===== src/spc_pkg.sv =====
/*
 * Package for the sleep and power controller: register map, field
 * positions, reset values, modes and timing counts.
 * Assumes a 125 MHz system clock and an APB slave with 32-bit data.
 */
package spc_pkg;

    localparam int unsigned CLK_MHZ          = 125;

    // Register byte addresses
    localparam logic [11:0] ADDR_CORE_CTRL   = 12'h000;
    localparam logic [11:0] ADDR_CLK_STOP    = 12'h004;
    localparam logic [11:0] ADDR_STATUS      = 12'h008;
    localparam logic [11:0] ADDR_WAKE_CFG    = 12'h00C;

    // Core control register fields
    localparam int unsigned BIT_BOD_OFF      = 7;
    localparam int unsigned BIT_PULLUP_OFF   = 6;
    localparam int unsigned BIT_SLEEP_ARM    = 5;
    localparam int unsigned BIT_MODE_HI      = 4;
    localparam int unsigned BIT_MODE_LO      = 3;
    localparam int unsigned BIT_BOD_UNLOCK   = 2;
    localparam logic [7:0]  CORE_CTRL_RESET  = 8'h00;

    // Module clock stop register: bits 3:0 writable, bits 7:4 reserved
    localparam int unsigned NUM_GATED        = 4;
    localparam logic [7:0]  CLK_STOP_WMASK   = 8'h0F;
    localparam logic [7:0]  CLK_STOP_RESET   = 8'h00;
    localparam int unsigned GATE_ADC         = 0;

    // Wake configuration: bit 0 set means external interrupt zero is level sensed
    localparam int unsigned BIT_EXT0_LEVEL   = 0;

    // Timed sequence windows, in clock cycles
    localparam logic [2:0]  UNLOCK_CYCLES    = 3'h4;
    localparam logic [2:0]  BOD_OFF_DELAY    = 3'h3;
    localparam logic [2:0]  BOD_OFF_HOLD     = 3'h3;

    // Extra halt after oscillator start-up, in cycles
    localparam logic [3:0]  WAKE_HALT_CYCLES = 4'h4;

    // Oscillator start-up and reset-equivalent wake delays
    localparam int unsigned OSC_START_NS     = 1000;
    localparam int unsigned RESET_WAKE_NS    = 4100000;
    localparam int unsigned OSC_START_CYC    = (OSC_START_NS * CLK_MHZ + 999) / 1000;
    localparam int unsigned RESET_WAKE_CYC   = (RESET_WAKE_NS / 1000) * CLK_MHZ;

    localparam logic [1:0]  MODE_IDLE        = 2'h0;
    localparam logic [1:0]  MODE_ADC_NR      = 2'h1;
    localparam logic [1:0]  MODE_PWR_DOWN    = 2'h2;

    typedef enum logic [2:0] {
        ST_ACTIVE,
        ST_IDLE,
        ST_ADC_NR,
        ST_PWR_DOWN,
        ST_OSC_START,
        ST_HALT
    } spc_state_t;

endpackage


===== src/spc_sleep_ctrl.sv =====
/*
 * Sleep and power controller: sleep entry, clock domain gating,
 * wake-up qualification and halt timing, brown-out sleep disable,
 * per-module clock stop and input buffer disable.
 * Assumes the CPU pulses sleepInstr for one cycle, interrupt sources
 * arrive as synchronous levels and the register file/SRAM are
 * retained simply by this block never resetting them.
 */
// Behaviour
// Sleep needs arm bit plus sleep instruction
// Mode 00 idle stops CPU, flash clocks
// Mode 01 also stops the I/O clock
// Mode 10 stops oscillator and all clocks
// Wake halts four cycles after oscillator start
// Reset during sleep restarts at reset vector
// Registers and SRAM kept through sleep
// Idle wakes on any enabled interrupt
// ADC noise mode wakes on listed sources
// Power-down wakes on resets, level zero, pinchange
// Interrupt zero wakes deep modes only level-sensed
// Idle or noise mode starts ADC conversion
// Bit 7 sleep-off disables detector in power-down
// Detector off at entry, on at wake
// Detector-off wake uses reset delay
// Sleep-off bit written only via unlock sequence
// Set both, then within four cycles confirm
// Bit live after three, clears after three
// Clock-stop bit freezes module, blocks access
// Clearing clock-stop bit resumes module state
// Clock stop applies in active and idle
// ADC stays enabled; re-enable means extended conversion
// Comparator off in deeper modes unless reference
// Input buffers off when I/O, ADC clocks stop
// Reserved mode code 11 does not sleep
`timescale 1ns/1ns
`default_nettype none

module spc_sleep_ctrl
    import spc_pkg::*;
#(
    parameter int unsigned OSC_START  = OSC_START_CYC,
    parameter int unsigned RESET_WAKE = RESET_WAKE_CYC
)
(
    input  wire logic                 clk,
    input  wire logic                 nrst,
    input  wire logic                 clkEn,
    input  wire logic                 psel,
    input  wire logic                 penable,
    input  wire logic                 pwrite,
    input  wire logic [11:0]          paddr,
    input  wire logic [31:0]          pwdata,
    output logic      [31:0]          prdata,
    output logic                      pready,
    output logic                      pslverr,
    input  wire logic                 sleepInstr,
    input  wire logic                 irqPending,
    input  wire logic                 irqPinChange,
    input  wire logic                 irqExtZero,
    input  wire logic                 irqMemReady,
    input  wire logic                 irqAdcDone,
    input  wire logic                 irqWatchdog,
    input  wire logic                 sleepReset,
    input  wire logic                 adcEnabled,
    input  wire logic                 compUsesRef,
    output logic                      cpuClkRun,
    output logic                      flashClkRun,
    output logic                      ioClkRun,
    output logic                      adcClkRun,
    output logic                      oscRun,
    output logic                      cpuHalt,
    output logic                      wakeToReset,
    output logic                      adcStartConv,
    output logic                      adcExtendedConv,
    output logic                      bodEnable,
    output logic                      compDisable,
    output logic                      inBufEnable,
    output logic [NUM_GATED-1:0]      moduleClkRun,
    output logic [NUM_GATED-1:0]      moduleAccessOk
);

    typedef struct packed {
        spc_state_t                  state;
        logic [7:0]                  coreCtrl;
        logic [7:0]                  clkStop;
        logic [7:0]                  wakeCfg;
        logic [2:0]                  unlockCnt;
        logic [2:0]                  bodDelayCnt;
        logic [2:0]                  bodHoldCnt;
        logic                        bodLive;
        logic                        bodOffSleep;
        logic [23:0]                 waitCnt;
        logic                        adcWasOn;
        logic                        extConvPend;
        logic [31:0]                 prdata;
        logic                        pready;
        logic                        pslverr;
        logic                        cpuClkRun;
        logic                        flashClkRun;
        logic                        ioClkRun;
        logic                        adcClkRun;
        logic                        oscRun;
        logic                        cpuHalt;
        logic                        wakeToReset;
        logic                        adcStartConv;
        logic                        adcExtendedConv;
        logic                        bodEnable;
        logic                        compDisable;
        logic                        inBufEnable;
        logic [NUM_GATED-1:0]        moduleClkRun;
        logic [NUM_GATED-1:0]        moduleAccessOk;
    } spc_regs_t;

    spc_regs_t r_q;
    spc_regs_t r_d;

    logic        access;
    logic        wrEn;
    logic        wakeReq;
    logic        sleeping;
    logic [7:0]  wv;
    logic [1:0]  mode;
    logic        extZeroWake;

    assign access      = psel && penable;
    assign wrEn        = access && pwrite && !r_q.pready;
    assign wv          = pwdata[7:0];
    assign mode        = r_q.coreCtrl[BIT_MODE_HI:BIT_MODE_LO];
    assign sleeping    = (r_q.state == ST_IDLE) || (r_q.state == ST_ADC_NR)
                      || (r_q.state == ST_PWR_DOWN);
    // Edge-sensed interrupt zero cannot wake deep modes (no clock to sample edge)
    assign extZeroWake = irqExtZero && r_q.wakeCfg[BIT_EXT0_LEVEL];

    always_comb
    begin
        unique case (r_q.state)
            ST_IDLE:     wakeReq = irqPending || irqPinChange || irqExtZero
                                || irqMemReady || irqAdcDone || irqWatchdog;
            ST_ADC_NR:   wakeReq = irqAdcDone || irqMemReady || extZeroWake
                                || irqPinChange || irqWatchdog;
            ST_PWR_DOWN: wakeReq = extZeroWake || irqPinChange || irqWatchdog;
            default:     wakeReq = 1'b0;
        endcase
    end

    always_comb
    begin
        r_d = r_q;
        r_d.pready       = 1'b0;
        r_d.pslverr      = 1'b0;
        r_d.adcStartConv = 1'b0;
        r_d.wakeToReset  = 1'b0;

        // APB: one wait state, answer in the cycle after the access phase starts
        if (access && !r_q.pready)
        begin
            r_d.pready = 1'b1;
            r_d.prdata = 32'h0000_0000;
            unique case (paddr)
                ADDR_CORE_CTRL: r_d.prdata[7:0] = r_q.coreCtrl;
                ADDR_CLK_STOP:  r_d.prdata[7:0] = r_q.clkStop;
                ADDR_STATUS:    r_d.prdata[7:0] = {4'h0, r_q.bodLive, r_q.state};
                ADDR_WAKE_CFG:  r_d.prdata[7:0] = r_q.wakeCfg;
                default:        r_d.pslverr = 1'b1;
            endcase
        end

        // Unlock window runs down each cycle
        if (r_q.unlockCnt != 3'h0)
        begin
            r_d.unlockCnt = r_q.unlockCnt - 3'h1;
        end

        // Sleep-off bit: delayed activation, then self-clear
        if (r_q.bodDelayCnt != 3'h0)
        begin
            r_d.bodDelayCnt = r_q.bodDelayCnt - 3'h1;
            if (r_q.bodDelayCnt == 3'h1)
            begin
                r_d.bodLive    = 1'b1;
                r_d.bodHoldCnt = BOD_OFF_HOLD;
            end
        end
        else if (r_q.bodHoldCnt != 3'h0)
        begin
            r_d.bodHoldCnt = r_q.bodHoldCnt - 3'h1;
            if (r_q.bodHoldCnt == 3'h1)
            begin
                r_d.bodLive                  = 1'b0;
                r_d.coreCtrl[BIT_BOD_OFF]    = 1'b0;
            end
        end

        if (wrEn)
        begin
            unique case (paddr)
                ADDR_CORE_CTRL:
                begin
                    r_d.coreCtrl[6:3] = wv[6:3];
                    r_d.coreCtrl[1:0] = wv[1:0];
                    r_d.coreCtrl[BIT_BOD_UNLOCK] = wv[BIT_BOD_UNLOCK];
                    if (wv[BIT_BOD_OFF] && wv[BIT_BOD_UNLOCK])
                    begin
                        r_d.unlockCnt = UNLOCK_CYCLES;
                    end
                    else if (wv[BIT_BOD_OFF] && r_q.unlockCnt != 3'h0)
                    begin
                        r_d.coreCtrl[BIT_BOD_OFF] = 1'b1;
                        r_d.unlockCnt   = 3'h0;
                        r_d.bodDelayCnt = BOD_OFF_DELAY;
                    end
                end
                ADDR_CLK_STOP:
                    r_d.clkStop = wv & CLK_STOP_WMASK;
                ADDR_WAKE_CFG:
                    r_d.wakeCfg = {7'h00, wv[BIT_EXT0_LEVEL]};
                default:
                    ;
            endcase
        end

        unique case (r_q.state)
            ST_ACTIVE:
                if (sleepInstr && r_q.coreCtrl[BIT_SLEEP_ARM])
                begin
                    // Gated, never reset: CPU registers and SRAM keep their contents
                    r_d.cpuClkRun   = 1'b0;
                    r_d.flashClkRun = 1'b0;
                    unique case (mode)
                        MODE_IDLE:
                        begin
                            r_d.state        = ST_IDLE;
                            r_d.adcStartConv = adcEnabled;
                        end
                        MODE_ADC_NR:
                        begin
                            r_d.state        = ST_ADC_NR;
                            r_d.ioClkRun     = 1'b0;
                            r_d.adcStartConv = adcEnabled;
                            r_d.inBufEnable  = 1'b1;
                        end
                        MODE_PWR_DOWN:
                        begin
                            r_d.state       = ST_PWR_DOWN;
                            r_d.ioClkRun    = 1'b0;
                            r_d.adcClkRun   = 1'b0;
                            r_d.oscRun      = 1'b0;
                            r_d.inBufEnable = 1'b0;
                            r_d.compDisable = !compUsesRef;
                            r_d.bodOffSleep = r_q.bodLive;
                            r_d.bodEnable   = !r_q.bodLive;
                        end
                        default:
                        begin
                            r_d.cpuClkRun   = 1'b1;
                            r_d.flashClkRun = 1'b1;
                        end
                    endcase
                end
            ST_IDLE, ST_ADC_NR, ST_PWR_DOWN:
                if (wakeReq)
                begin
                    r_d.state       = ST_OSC_START;
                    r_d.oscRun      = 1'b1;
                    r_d.bodEnable   = 1'b1;
                    // Detector needs the full reset delay to settle
                    r_d.waitCnt     = r_q.bodOffSleep ? 24'(RESET_WAKE) : 24'(OSC_START);
                end
            ST_OSC_START:
                if (r_q.waitCnt <= 24'h1)
                begin
                    r_d.state       = ST_HALT;
                    r_d.waitCnt     = 24'(WAKE_HALT_CYCLES);
                    r_d.ioClkRun    = 1'b1;
                    r_d.adcClkRun   = 1'b1;
                    r_d.inBufEnable = 1'b1;
                    r_d.compDisable = 1'b0;
                end
                else
                begin
                    r_d.waitCnt = r_q.waitCnt - 24'h1;
                end
            ST_HALT:
                if (r_q.waitCnt <= 24'h1)
                begin
                    r_d.state       = ST_ACTIVE;
                    r_d.cpuHalt     = 1'b0;
                    r_d.cpuClkRun   = 1'b1;
                    r_d.flashClkRun = 1'b1;
                    r_d.bodOffSleep = 1'b0;
                end
                else
                begin
                    r_d.waitCnt = r_q.waitCnt - 24'h1;
                end
        endcase

        if (r_d.state != ST_ACTIVE)
        begin
            r_d.cpuHalt = 1'b1;
        end

        // A reset while asleep wakes straight to the reset vector
        if (sleepReset && sleeping)
        begin
            r_d.state       = ST_ACTIVE;
            r_d.wakeToReset = 1'b1;
            r_d.cpuHalt     = 1'b0;
            r_d.cpuClkRun   = 1'b1;
            r_d.flashClkRun = 1'b1;
            r_d.ioClkRun    = 1'b1;
            r_d.adcClkRun   = 1'b1;
            r_d.oscRun      = 1'b1;
            r_d.bodEnable   = 1'b1;
            r_d.inBufEnable = 1'b1;
            r_d.compDisable = 1'b0;
            r_d.bodOffSleep = 1'b0;
        end

        // ADC enable untouched by sleep; a fresh enable forces a long conversion
        r_d.adcWasOn = adcEnabled;
        if (adcEnabled && !r_q.adcWasOn)
        begin
            r_d.extConvPend = 1'b1;
        end
        else if (r_q.adcStartConv)
        begin
            r_d.extConvPend = 1'b0;
        end
        r_d.adcExtendedConv = r_d.extConvPend;

        // Module gates: clock stop gates a clock only where its domain still runs, and always blocks access
        for (int g = 0; g < NUM_GATED; g++)
        begin
            r_d.moduleClkRun[g]   = ((g == GATE_ADC) ? r_d.adcClkRun : r_d.ioClkRun)
                                 && !r_d.clkStop[g];
            r_d.moduleAccessOk[g] = !r_d.clkStop[g];
        end
    end

    // Sleep state holds no copy of CPU registers or SRAM: they simply keep clock-gated
    always_ff @(posedge clk)
    begin
        if (!nrst)
        begin
            r_q.state           <= ST_ACTIVE;
            r_q.coreCtrl        <= CORE_CTRL_RESET;
            r_q.clkStop         <= CLK_STOP_RESET;
            r_q.wakeCfg         <= 8'h00;
            r_q.unlockCnt       <= 3'h0;
            r_q.bodDelayCnt     <= 3'h0;
            r_q.bodHoldCnt      <= 3'h0;
            r_q.bodLive         <= 1'b0;
            r_q.bodOffSleep     <= 1'b0;
            r_q.waitCnt         <= 24'h0;
            r_q.adcWasOn        <= 1'b0;
            r_q.extConvPend     <= 1'b0;
            r_q.prdata          <= 32'h0000_0000;
            r_q.pready          <= 1'b0;
            r_q.pslverr         <= 1'b0;
            r_q.cpuClkRun       <= 1'b1;
            r_q.flashClkRun     <= 1'b1;
            r_q.ioClkRun        <= 1'b1;
            r_q.adcClkRun       <= 1'b1;
            r_q.oscRun          <= 1'b1;
            r_q.cpuHalt         <= 1'b0;
            r_q.wakeToReset     <= 1'b0;
            r_q.adcStartConv    <= 1'b0;
            r_q.adcExtendedConv <= 1'b0;
            r_q.bodEnable       <= 1'b1;
            r_q.compDisable     <= 1'b0;
            r_q.inBufEnable     <= 1'b1;
            r_q.moduleClkRun    <= {NUM_GATED{1'b1}};
            r_q.moduleAccessOk  <= {NUM_GATED{1'b1}};
        end
        else if (clkEn)
        begin
            r_q <= r_d;
        end
    end

    assign prdata          = r_q.prdata;
    assign pready          = r_q.pready;
    assign pslverr         = r_q.pslverr;
    assign cpuClkRun       = r_q.cpuClkRun;
    assign flashClkRun     = r_q.flashClkRun;
    assign ioClkRun        = r_q.ioClkRun;
    assign adcClkRun       = r_q.adcClkRun;
    assign oscRun          = r_q.oscRun;
    assign cpuHalt         = r_q.cpuHalt;
    assign wakeToReset     = r_q.wakeToReset;
    assign adcStartConv    = r_q.adcStartConv;
    assign adcExtendedConv = r_q.adcExtendedConv;
    assign bodEnable       = r_q.bodEnable;
    assign compDisable     = r_q.compDisable;
    assign inBufEnable     = r_q.inBufEnable;
    assign moduleClkRun    = r_q.moduleClkRun;
    assign moduleAccessOk  = r_q.moduleAccessOk;

endmodule

`default_nettype wire


===== config.mk =====
export PLATFORM = sky130hd
export DESIGN_NAME = spc_sleep_ctrl
export DESIGN_NICKNAME = d
export VERILOG_FILES = /design/src/spc_pkg.sv /design/src/spc_sleep_ctrl.sv
export SDC_FILE = /design/constraint.sdc
export NUM_CORES = 1
export LEC_CHECK = 0
export ABC_CLOCK_PERIOD_IN_PS = 4100
export BUFFER_PORTS_ARGS = -buffer_cell sky130_fd_sc_hd__buf_2
export CAP_MARGIN = 25
export CORE_MARGIN = 2
export CORE_UTILIZATION = 58
export CTS_BUF_LIST = sky130_fd_sc_hd__clkbuf_16
export DETAILED_ROUTE_END_ITERATION = 7
export PLACE_DENSITY = 0.95
export REMOVE_ABC_BUFFERS = 1
export SLEW_MARGIN = 20
export SYNTH_ARGS = -nofsm -noshare
export SYNTH_HDL_FRONTEND = slang
export SYNTH_SLANG_ARGS = --single-unit
export TNS_END_PERCENT = 100

===== constraint.sdc =====
create_clock -name clk -period 4.1 [get_ports clk]
set_input_delay 0.82 -clock clk [delete_from_list [all_inputs] [get_ports clk]]
set_output_delay 0.82 -clock clk [all_outputs]
set_load 0.01 [all_outputs]

# After elaboration in Yosys (flattened, before gate mapping)
# Cells that the tools add are included.
# word_totals
ff_bits,82
out_inout_bits,54
elab_cells,189
inputBits,60
# classes
n_reduce_logical,69
mux,65
n_eq_ne,21
order_cmp,1
add_sub_neg,4
# ops
operator,n
$mux 24,3
$pmux 24 s3,1
$mux 3,11
$pmux 8 s4,1
$mux 30,1
$reduce_bool 3->1,10
$eq 12x4->1 const B,2
$le 24x1->1 const B,1
$sub 24x1->24 const B,1
$mux 1,21
$reduce_and 5->1,4
$mux 19,1
$mux 4,4
$logic_and 1x1->1,14
$mux 2,7
$logic_or 1x1->1,13
$eq 12x3->1 const B,1
$logic_not 12->1,1
$mux 6,2
$ne 3x3->1 const B,4
$pmux 2 s2,3
$pmux 3 s4,1
$reduce_and 3->1,4
$reduce_and 4->1,3
24 further kinds,46

# Logic depth before layout (Yosys ltp)
# Gate-level depths: netlist of the first run.
# logic_depth
depth_word,12
depth_mapped,9
ltp_nobuf,8

# Least setup slack after synthesis of the first run
# No wires, ideal clock.
# synth_timing
path_type,input -> register
from,input paddr[7]
to,register r_q[101] in the netlist's numbering
required_time_ns,3.972
stages,6
path_buffers,1
t_arrival_ns,2.499
setup_ns,0.128
slack_ns,1.474
path_cell_list,or4_1 nor4_1 clkbuf_1 nand4_1 mux2i_1 nor2_1
# synth_via
elab_chain_len,3
# synth_rtl
item,line_no,text
"start, declared",spc_sleep_ctrl.sv:51,"input wire logic [11:0] paddr,"
$eq 12x3->1,spc_sleep_ctrl.sv:196,unique case (paddr)
$mux 4,spc_sleep_ctrl.sv:196,
$mux 30,spc_sleep_ctrl.sv:194,if (wrEn)
"end, declared",spc_sleep_ctrl.sv:114,spc_regs_t r_q;
# No other way between the ends.
# A chain may end at the register's enable or synchronous reset.

# Worst setup path after layout of the first run
# layout_timing
from,register r_q[64] in the netlist's numbering
to,register r_q[115] in the netlist's numbering
# layout_via
elab_chain_len,4
word_cells_on_any_way,5
classes_between,order compare (1); mux (4)
# layout_rtl
item,line_no,text
$le 24x1->1 (*),"spc_sleep_ctrl.sv:270, spc_sleep_ctrl.sv:284",
"$mux 3, on equally long branches","spc_sleep_ctrl.sv:284, spc_sleep_ctrl.sv:270",
$pmux 3 s4 (*),spc_sleep_ctrl.sv:222,unique case (r_q.state)
$mux 3 (*),spc_sleep_ctrl.sv:304,if (sleepReset && sleeping)
# Mark *: on every way between the ends. The rest lies on a longest branch, timed or not.

==> results of run 1 <==
==> metal layers <==
layer / track usage (%) / vias to the layer above / wire [µm]
li1: - / 2101 / -
met1: 31.8 / 2118 / 4690
met2: 49.6 / 295 / 6060
met3: 7.62 / 27 / 1050
met4: 9.90 / 0 / 224
met5: 0 / - / 0
==> Yosys cell counts (4+ instances only) <==
cell type  number  area share (%)
clkbuf_1       25             2.0
nand2_1        54             4.3
inv_1          19             1.5
or4_1           6            0.96
mux2i_1        22             4.7
buf_2           4            0.43
o21a_1          5            0.80
nor2b_1         7            0.93
o21ai_0        42             4.5
nor2_1         59             4.7
buf_4          41             6.6
and3_1          7            0.93
or3_1           9             1.2
dfxtp_1        81              35
nand3_1        20             2.1
o211ai_1        8             1.3
xnor2_1         5            0.93
o31ai_1         4            0.64
nand4_1         7            0.93
a31oi_1        11             1.5
nor3_1         16             1.7
ha_1           15             4.0
a22oi_1         5            0.80
nand2b_1        4            0.53
a21oi_1        39             4.2
a211oi_1        6            0.96
nor4_1         13             1.7
==> registers in the layout, summed over array words and instances (netlist names), 2 cells and up <==
name and cells:
prdata 8, moduleAccessOk 4, r_q 50, moduleClkRun 4
mode 2
==> power by group through the flow <==
stage / Combinational, µW / Clock [µW] / Sequential, µW
2_1_floorplan: 185 / 0 / 859
3_3_place_gp: 248 / 0 / 859
3_5_place_dp: 268 / 0 / 862
4_1_cts: 271 / 811 / 846
5_1_grt: 315 / 846 / 849
6_report: 273 / 809 / 846
==> logic make-up (layout without fill, tap and decap cells) <==
| group | Yosys count | after routing | synth area share, % |
|---|---|---|---|
| AOI/OAI and AO/OA | 146 | 146 | 19.7 |
| xor gates and xnor gates | 6 | 6 | 1.12 |
| adders and majority gates | 15 | 15 | 4.00 |
| buffers and inverters | 94 | 107 | 11.4 |
| DFF | 81 | 81 | 34.6 |
| muxes | 24 | 24 | 5.42 |
| other | 1 | 24 | 0.0800 |
| and+or+nand+nor | 220 | 220 | 23.7 |
==> cell type report <==
| type | count | area, µm² | area share, % |
|---|---|---|---|
| tap | 102 | 128 | 2.50 |
| clock buffer | 9 | 225 | 4.41 |
| inverter | 20 | 75.1 | 1.47 |
| sequential | 81 | 1620 | 31.7 |
| multi-input combinational | 435 | 2620 | 51.2 |
| timing repair buffer | 71 | 370 | 7.25 |
| clock inverter | 7 | 71.3 | 1.40 |
==> worst max-delay path: stages, from the launching register on <==
cell     delay, ns
dfxtp_1       0.36
or4_1         0.68
or3_1         0.40
o31ai_4       0.63
a21oi_1       0.10
nor3b_1       0.40
o21a_1        0.20
==> final timing paths <==
kind,endpoint,from,cells past startpoint
min,prdata[1],prdata[1],2
max reg2reg,r_q[115],r_q[64],6
min reg2reg,prdata[1],prdata[1],2
max,r_q[115],r_q[64],6
==> stage by stage <==
stage               hold WS [ns]  instance area [µm²]  worst slack [ns]  total power, µW
global placement           0.440                 4810              1.23             1110
detailed placement         0.446                 4810              1.16             1130
floorplan                  0.432                 4310             0.713             1040
global route               0.480                 5110              1.13             2010
CTS                        0.455                 5110              1.31             1930
finish                     0.455                 5110              1.28             1930
==> impl_metrics.toml, run 1 <==
[setup_path]
r2r_setup_slack_ns = 1.28
worst_setup_path_end_kind = "register"
path_max_fanout = 18
start_kind = "register"
crit_required_ns = 4.38
critPathArrivalTime_ns = 3.10
criticalPathCategory = "register to register"

[clocking]
postCtsHoldBufs = 0
cts_sinks = 81
htreeDepth = 3
clockRootBuffer = "clkbuf_16"
path_clk_slew_ns = 0.07
cts_tree = "built"
clock_latency_ns = 0.34
cts_max_path_buffers = 2
numCtsBuffers = 9
cts-resized-gates = 0
postCtsSetupRepairBufs = 0

[power]
sequentialPowerShare_pct = 43.9
netSwitchingFraction_pct = 27.3
p_sw_uw = 527
power_density_mw_per_mm2 = 377
p_leak_uw = 0.00221
pwr-share-comb_pct = 14.2
vdd_drop_max_mv = 0.386
p_int_uw = 1400
p_clk_share_pct = 41.9

[die]
die_w_um = 93.9
start_util_pct = 60.3
dieArea_mm2 = 0.00882
die_y_um = 93.9
ios = 114
core_mm2 = 0.00777
rows = 32

[timing]
fin_crit_ns = 2.82
drv_slew = 0
relSlewSlack_pct = 50.0
finalSetupViolations = 0
rsz0062_at_grt = "no"
setup_tns_ns = 0
fmax_mhz = 355
max_slew.worst_pin.slew_ns = 0.750
finClkSkew_ns = 0.00990
period_share_pct = 68.8
hold_violations = 0

[placed_design]
portBuffers = 65
gp_congestion = 0.938
dp.cells = 709
hpwl_mm = 8.15

[run]
max_cap_violations = 0

[logic_synthesis]
synth_edf_count = 0
async_reset_ff_share_pct = 0
synth_cell_types = 65
synthCells = 587
ys.flop_type = "dfxtp_1"
avgSynthCellArea_um2 = 7.98
ys_seq_area_share_pct = 34.6
syn_area_mm2 = 0.00469
yosysWarnings = 0
synth_seq_cells = 81

[routing]
viasPerCell = 6.26
drt_first_pass_iters = 5
avgRoutedWirePerCell_um = 16.6
drtIter0Drc = 461
vias = 4541
drc = 0
ant_nets = 0
routed_wl_mm = 12.0

[cells_and_area]
post-route-util_pct = 65.8
final_common_cell = "dfxtp_1"
num-fill-cells = 594
fin_cells = 725
area_growth_pct = 9.00
drive_gt1_share_pct = 16.2
final_cell_mix = "81 x dfxtp_1, 65 x buf_2, 59 x nor2_1"
nets = 693
num_antenna_cells = 0

[global_routing]
grt_max_degree = 39
grt_pass1_vias = 4233
overflow = 0
grt_util_all_layers_pct = 27.9
antenna_found_initial = 0
grt_first_pass_wirelength_mm = 19.6

[status]
outcome = "finished clean"

[worst_hold_path]
min_path_type = "register to register"
Power figures use the tool's default switching activity.
==> run 2, diff against run 1 <==
- ABC_AREA: unset -> 1
- ABC_CLOCK_PERIOD_IN_PS: 4100 -> 2800
- CORE_UTILIZATION: 58 -> 54
- PLACE_DENSITY: 0.95 -> 0.89
- clock period: 4.1 -> 2.8 ns (I/O delays scaled with it)
==> impl_metrics.toml, run 2 <==
[timing]
rsz0062_at_grt = "no"
hold_violations = 0
max_slew.worst_pin.slew_ns = 0.673
finalSetupViolations = 0
drv_slew = 0
period_share_pct = 76.3
setup_tns_ns = 0
fin_crit_ns = 2.14
setup_slack_ns = 0.664
finClkSkew_ns = 0.0103
fmax_mhz = 468
relSlewSlack_pct = 55.0

[routing]
drt_first_pass_iters = 6
vias = 4570
avgRoutedWirePerCell_um = 13.0
drc = 0
routed_wl_mm = 11.1
drtIter0Drc = 314
ant_nets = 0
viasPerCell = 5.37

[global_routing]
antenna_found_initial = 0
grt_util_all_layers_pct = 22.9
grt_max_degree = 44
overflow = 0
grt_pass1_vias = 4235
grt_first_pass_wirelength_mm = 18.4

[cells_and_area]
drive_gt1_share_pct = 16.8
post-route-util_pct = 60.7
final_cell_mix = "136 x nand2_1, 81 x dfxtp_1, 73 x a21oi_1"
num-fill-cells = 794
num_antenna_cells = 0
area_growth_pct = 9.52
final_common_cell = "nand2_1"
nets = 813
reg.largest.list = "r_q: 50 flops, prdata: 8 flops"
largest_reg_flops = 50
regMostFlops = "r_q"

[power]
p_int_uw = 1920
pwr-share-comb_pct = 12.6
netSwitchingFraction_pct = 27.3
power_density_mw_per_mm2 = 502
p_sw_uw = 721
p_clk_share_pct = 41.0
sequentialPowerShare_pct = 46.5
p_leak_uw = 0.00241
vdd_drop_max_mv = 0.333

[placed_design]
portBuffers = 65
detailedPlace.worstSlack_ns = 0.527
hpwl_mm = 7.81
gp_congestion = 0.959

[setup_path]
cp_common_cell = "nand3_2"
crit_slowest_cell = "dfxtp_1"
path_max_fanout = 13
critPathArrivalTime_ns = 2.40
slowest_delay_ns = 0.35
rr_worst_depth = 9
start_kind = "register"
criticalPathCategory = "register to register"
r2r-start = "r_q[56]"
crit_chain = "inv_1 > ha_1 > nand2_1 > a21oi_2 > nand3_2 > nand3_2 > nor2_1 > o21ai_0 > a21oi_1"
reg2reg_to = "r_q[62]"
r2r_setup_slack_ns = 0.66
crit_required_ns = 3.06
worst_setup_path_end_kind = "register"

[clocking]
postCtsSetupRepairBufs = 0
cts_sinks = 81
cts-resized-gates = 0
htreeDepth = 3
cts_tree = "built"
clock_latency_ns = 0.34
path_clk_slew_ns = 0.06
postCtsHoldBufs = 0
clockRootBuffer = "clkbuf_16"
cts_max_path_buffers = 2
numCtsBuffers = 9

[logic_synthesis]
synth_cell_types = 43
yosys.area.top_type = "dfxtp_1"
synth_common_cells = "136 x nand2_1, 81 x dfxtp_1, 73 x a21oi_1"
synthTopCellsByArea = "dfxtp_1 34%, nand2_1 11%, a21oi_1 7.6%"
ys.flop_type = "dfxtp_1"
ys_seq_area_share_pct = 33.7
synth_seq_cells = 81
avgSynthCellArea_um2 = 6.94
syn_area_mm2 = 0.00481
synth_top_area_share_pct = 33.7
async_reset_ff_share_pct = 0
synthMostInstantiatedCell = "nand2_1"
synthCells = 693
synth_edf_count = 0
yosysWarnings = 0

[die]
ios = 114
die_w_um = 98.4
die_y_um = 98.4
core_mm2 = 0.00868
start_util_pct = 55.4
dieArea_mm2 = 0.00968
rows = 34

[worst_hold_path]
min_path_type = "input port to register"
min-delay-start = "pwdata[5]"
hold_depth = 3
holdPathEnd = "r_q[112]"

[status]
outcome = "finished clean"

[run]
max_cap_violations = 0
==> run 2: cell types whose count changed after synthesis, sizes merged, moves of 8 or more <==
cell    previous run  this run
a21oi             39        77
or3                9         0
and3               8         0
o21ai             46        66
nand3             20        44
or4                8         0
a31oi             11         1
nor2              60        76
nor4              14         2
clkbuf            25        10
nand2             54       139
mux2i             22         0
inv               19        77
==> run 2: worst max-delay path by stage <==
stage          cells past startpoint  slack, ns       end      start
2_1_floorplan                      9        1.0   r_q[87]  paddr[11]
3_3_place_gp                       8       0.64  r_q[108]  paddr[11]
3_5_place_dp                       8       0.53   mode[0]   paddr[9]
4_1_cts                            9       0.70   r_q[62]    r_q[56]
5_1_grt                            9       0.43   r_q[62]    r_q[56]
6_report                           9       0.66   r_q[62]    r_q[56]
==> run 2: cell families after synthesis <==
family	count (synthesis)	synth area share, %
multiplexers	1	0.234
other	1	0.0780
XOR/XNOR	10	1.82
flip-flops	81	33.7
AO/OA/AOI/OAI	157	17.6
buffers and inverters	134	14.0
adder cells (fa/ha/maj)	15	3.90
AND/OR/NAND/NOR	294	28.6
==> run 2: area by class of cell <==
| type | instances | area [µm²] | share of cell area (%) |
|---|---|---|---|
| Clock buffer | 9 | 225 | 4.28 |
| Multi-Input combinational cell | 501 | 2600 | 49.4 |
| Sequential cell | 81 | 1620 | 30.8 |
| Tap cell | 108 | 135 | 2.57 |
| Timing Repair Buffer | 68 | 348 | 6.60 |
| Clock inverter | 7 | 47.5 | 0.903 |
| Inverter | 77 | 289 | 5.49 |
==> run 2: critical path, delay by kind of cell (launching register included) <==
kind / cells / cell delay [ns]
DFF: 1 / 0.35
buffers and inverters: 1 / 0.09
adders and majority gates: 1 / 0.28
AOI/OAI and AO/OA: 3 / 0.40
and+or+nand+nor: 4 / 0.94
==> run 2: power groups by stage <==
stage | clock, µW | sequential [µW] | combinational [µW]
after global routing | 1140 | 1230 | 381
after detailed placement | 0 | 1250 | 320
after global placement | 0 | 1250 | 313
final | 1080 | 1230 | 332
after floorplan | 0 | 1250 | 210
after CTS | 1090 | 1230 | 329
==> run 2: metrics by stage <==
stage / cells / hold WS (ns) / area (µm²) / total power (µW)
global placement: 835 / 0.444 / 4990 / 1560
detailed placement: 835 / 0.454 / 4990 / 1570
global route: 851 / 0.471 / 5270 / 2750
finish: 851 / 0.463 / 5270 / 2640
floorplan: 659 / 0.435 / 4510 / 1460
CTS: 851 / 0.458 / 5270 / 2650
==> run 2: metal layers <==
metal  vias to the layer above  part of all wire, %  global-route usage [%]
li1                       2293                    -                       -
met1                      2081                   43                    28.2
met2                       181                   48                    38.9
met3                        15                  7.5                    5.58
met4                         0                  1.3                    8.43
met5                         -                    0                       0
==> run 3, diff against run 2 <==
- ABC_CLOCK_PERIOD_IN_PS: 2800 -> 1740
- CORE_UTILIZATION: 54 -> 49
- PLACE_DENSITY: 0.89 -> 0.86
- clock period: 2.8 -> 1.74 ns (I/O delays scaled with it)
==> impl_metrics.toml, run 3 (synthesis results as in run 2) <==
[status]
outcome = "finished with violations"
violations = "setup timing"

[die]
rows = 36
ios = 114
core_mm2 = 0.00964
die_y_um = 103
die_w_um = 103
dieArea_mm2 = 0.0106
start_util_pct = 49.9

[setup_path]
criticalPathCategory = "register to register"
r2r_setup_slack_ns = -0.007
start_kind = "register"
crit_required_ns = 1.96
critPathArrivalTime_ns = 1.97
path_max_fanout = 8
worst_setup_path_end_kind = "register"

[global_routing]
antenna_found_initial = 0
grt_pass1_vias = 4460
grt_util_all_layers_pct = 23.3
overflow = 0
grt_first_pass_wirelength_mm = 19.7
grt_max_degree = 30

[worst_hold_path]
min_path_type = "input port to register"

[timing]
fmax_mhz = 572
finClkSkew_ns = 0.0100
fin_crit_ns = 1.75
finalSetupViolations = 1
drv_slew = 0
hold_violations = 0
setup_tns_ns = -0.00734
hold-worst-slack_ns = 0.260
period_share_pct = 100
setup_slack_ns = -0.00734

[clocking]
cts_max_path_buffers = 2
cts_sinks = 81
clock_latency_ns = 0.34
numCtsBuffers = 9
clockRootBuffer = "clkbuf_16"
cts_tree = "built"
path_clk_slew_ns = 0.07
htreeDepth = 3
postCtsHoldBufs = 0

[cells_and_area]
regMostFlops = "r_q"
fin_cells = 923
largest_reg_flops = 50
nets = 860
final_cell_mix = "130 x nand2_1, 73 x dfxtp_1, 71 x a21oi_1"
seq_area_mm2 = 0.00163
area_growth_pct = 22.5
final_common_cell = "nand2_1"
multiInputGateArea_mm2 = 0.00279
reg.largest.list = "r_q: 50 flops, prdata: 8 flops"
drive_gt1_share_pct = 26.8
num_antenna_cells = 0
num-fill-cells = 817

[power]
finalPower_uw = 4390
p_leak_uw = 0.00269
vdd_drop_max_mv = 0.541
power_density_mw_per_mm2 = 745

[placed_design]
detailedPlace.worstSlack_ns = -0.0237
portBuffers = 65
hpwl_mm = 8.65
gp_congestion = 0.962
dp.cells = 903

[routing]
drc = 0
drt_first_pass_iters = 5
avgRoutedWirePerCell_um = 13.4
routed_wl_mm = 12.3
drtIter0Drc = 414
vias = 4813
viasPerCell = 5.21
ant_nets = 0

[run]
max_cap_violations = 0
[run 3: final cells by class]
| cell class | instances | area share, % |
|---|---|---|
| multi-input combinational | 501 | 47.3 |
| sequential | 81 | 27.7 |
| timing repair buffer | 115 | 12.4 |
| inverter | 77 | 4.95 |
| clock buffer | 9 | 3.82 |
| tap | 133 | 2.82 |
| clock inverter | 7 | 1.04 |
[run 3: repair_timing]
| action | CTS | global route |
|---|---|---|
| resized for setup | 1 | 63 |
| setup buffers | 0 | 4 |
| cloned | 0 | 0 |
| pin swaps | 0 | 12 |
| setup endpoints to repair | 6 | 40 |
[run 3: metal layers]
layer	wire (µm)	GRT usage [%]	up-vias
li1	-	-	2398
met1	5150	28.0	2210
met3	751	5.36	34
met4	324	8.70	0
met5	0	0	-
met2	6120	40.5	171
[run 3: path summary, 6_finish.rpt]
kind                            startpoint      end  cells past startpoint
worst min-delay path             pwdata[4]  mode[1]                      3
worst max-delay path               r_q[68]  r_q[73]                     10
worst min register to register     r_q[78]  r_q[78]                      2
worst max register to register     r_q[68]  r_q[73]                     10
[run 3: through the flow]
stage	utilization [%]	area, µm²
6_report	61.1	5890
5_1_grt	61.1	5890
4_1_cts	58.7	5660
3_5_place_dp	55.8	5370
3_3_place_gp	55.8	5370
2_1_floorplan	-	4510
[run 3: where the power goes]
group	internal [µW]	switching (µW)
logic	221	352
registers	1930	44.8
clock network	998	844
[run 3: critical path, stage by stage (launching register included)]
cell and delay [ns]:
dfxtp_1 0.32, nor2_1 0.22, and2_4 0.21, nand2_4 0.06
nor2_4 0.19, nand3_4 0.12, inv_4 0.09, nor2_8 0.04
buf_6 0.14, o21ai_1 0.16, a21oi_1 0.07
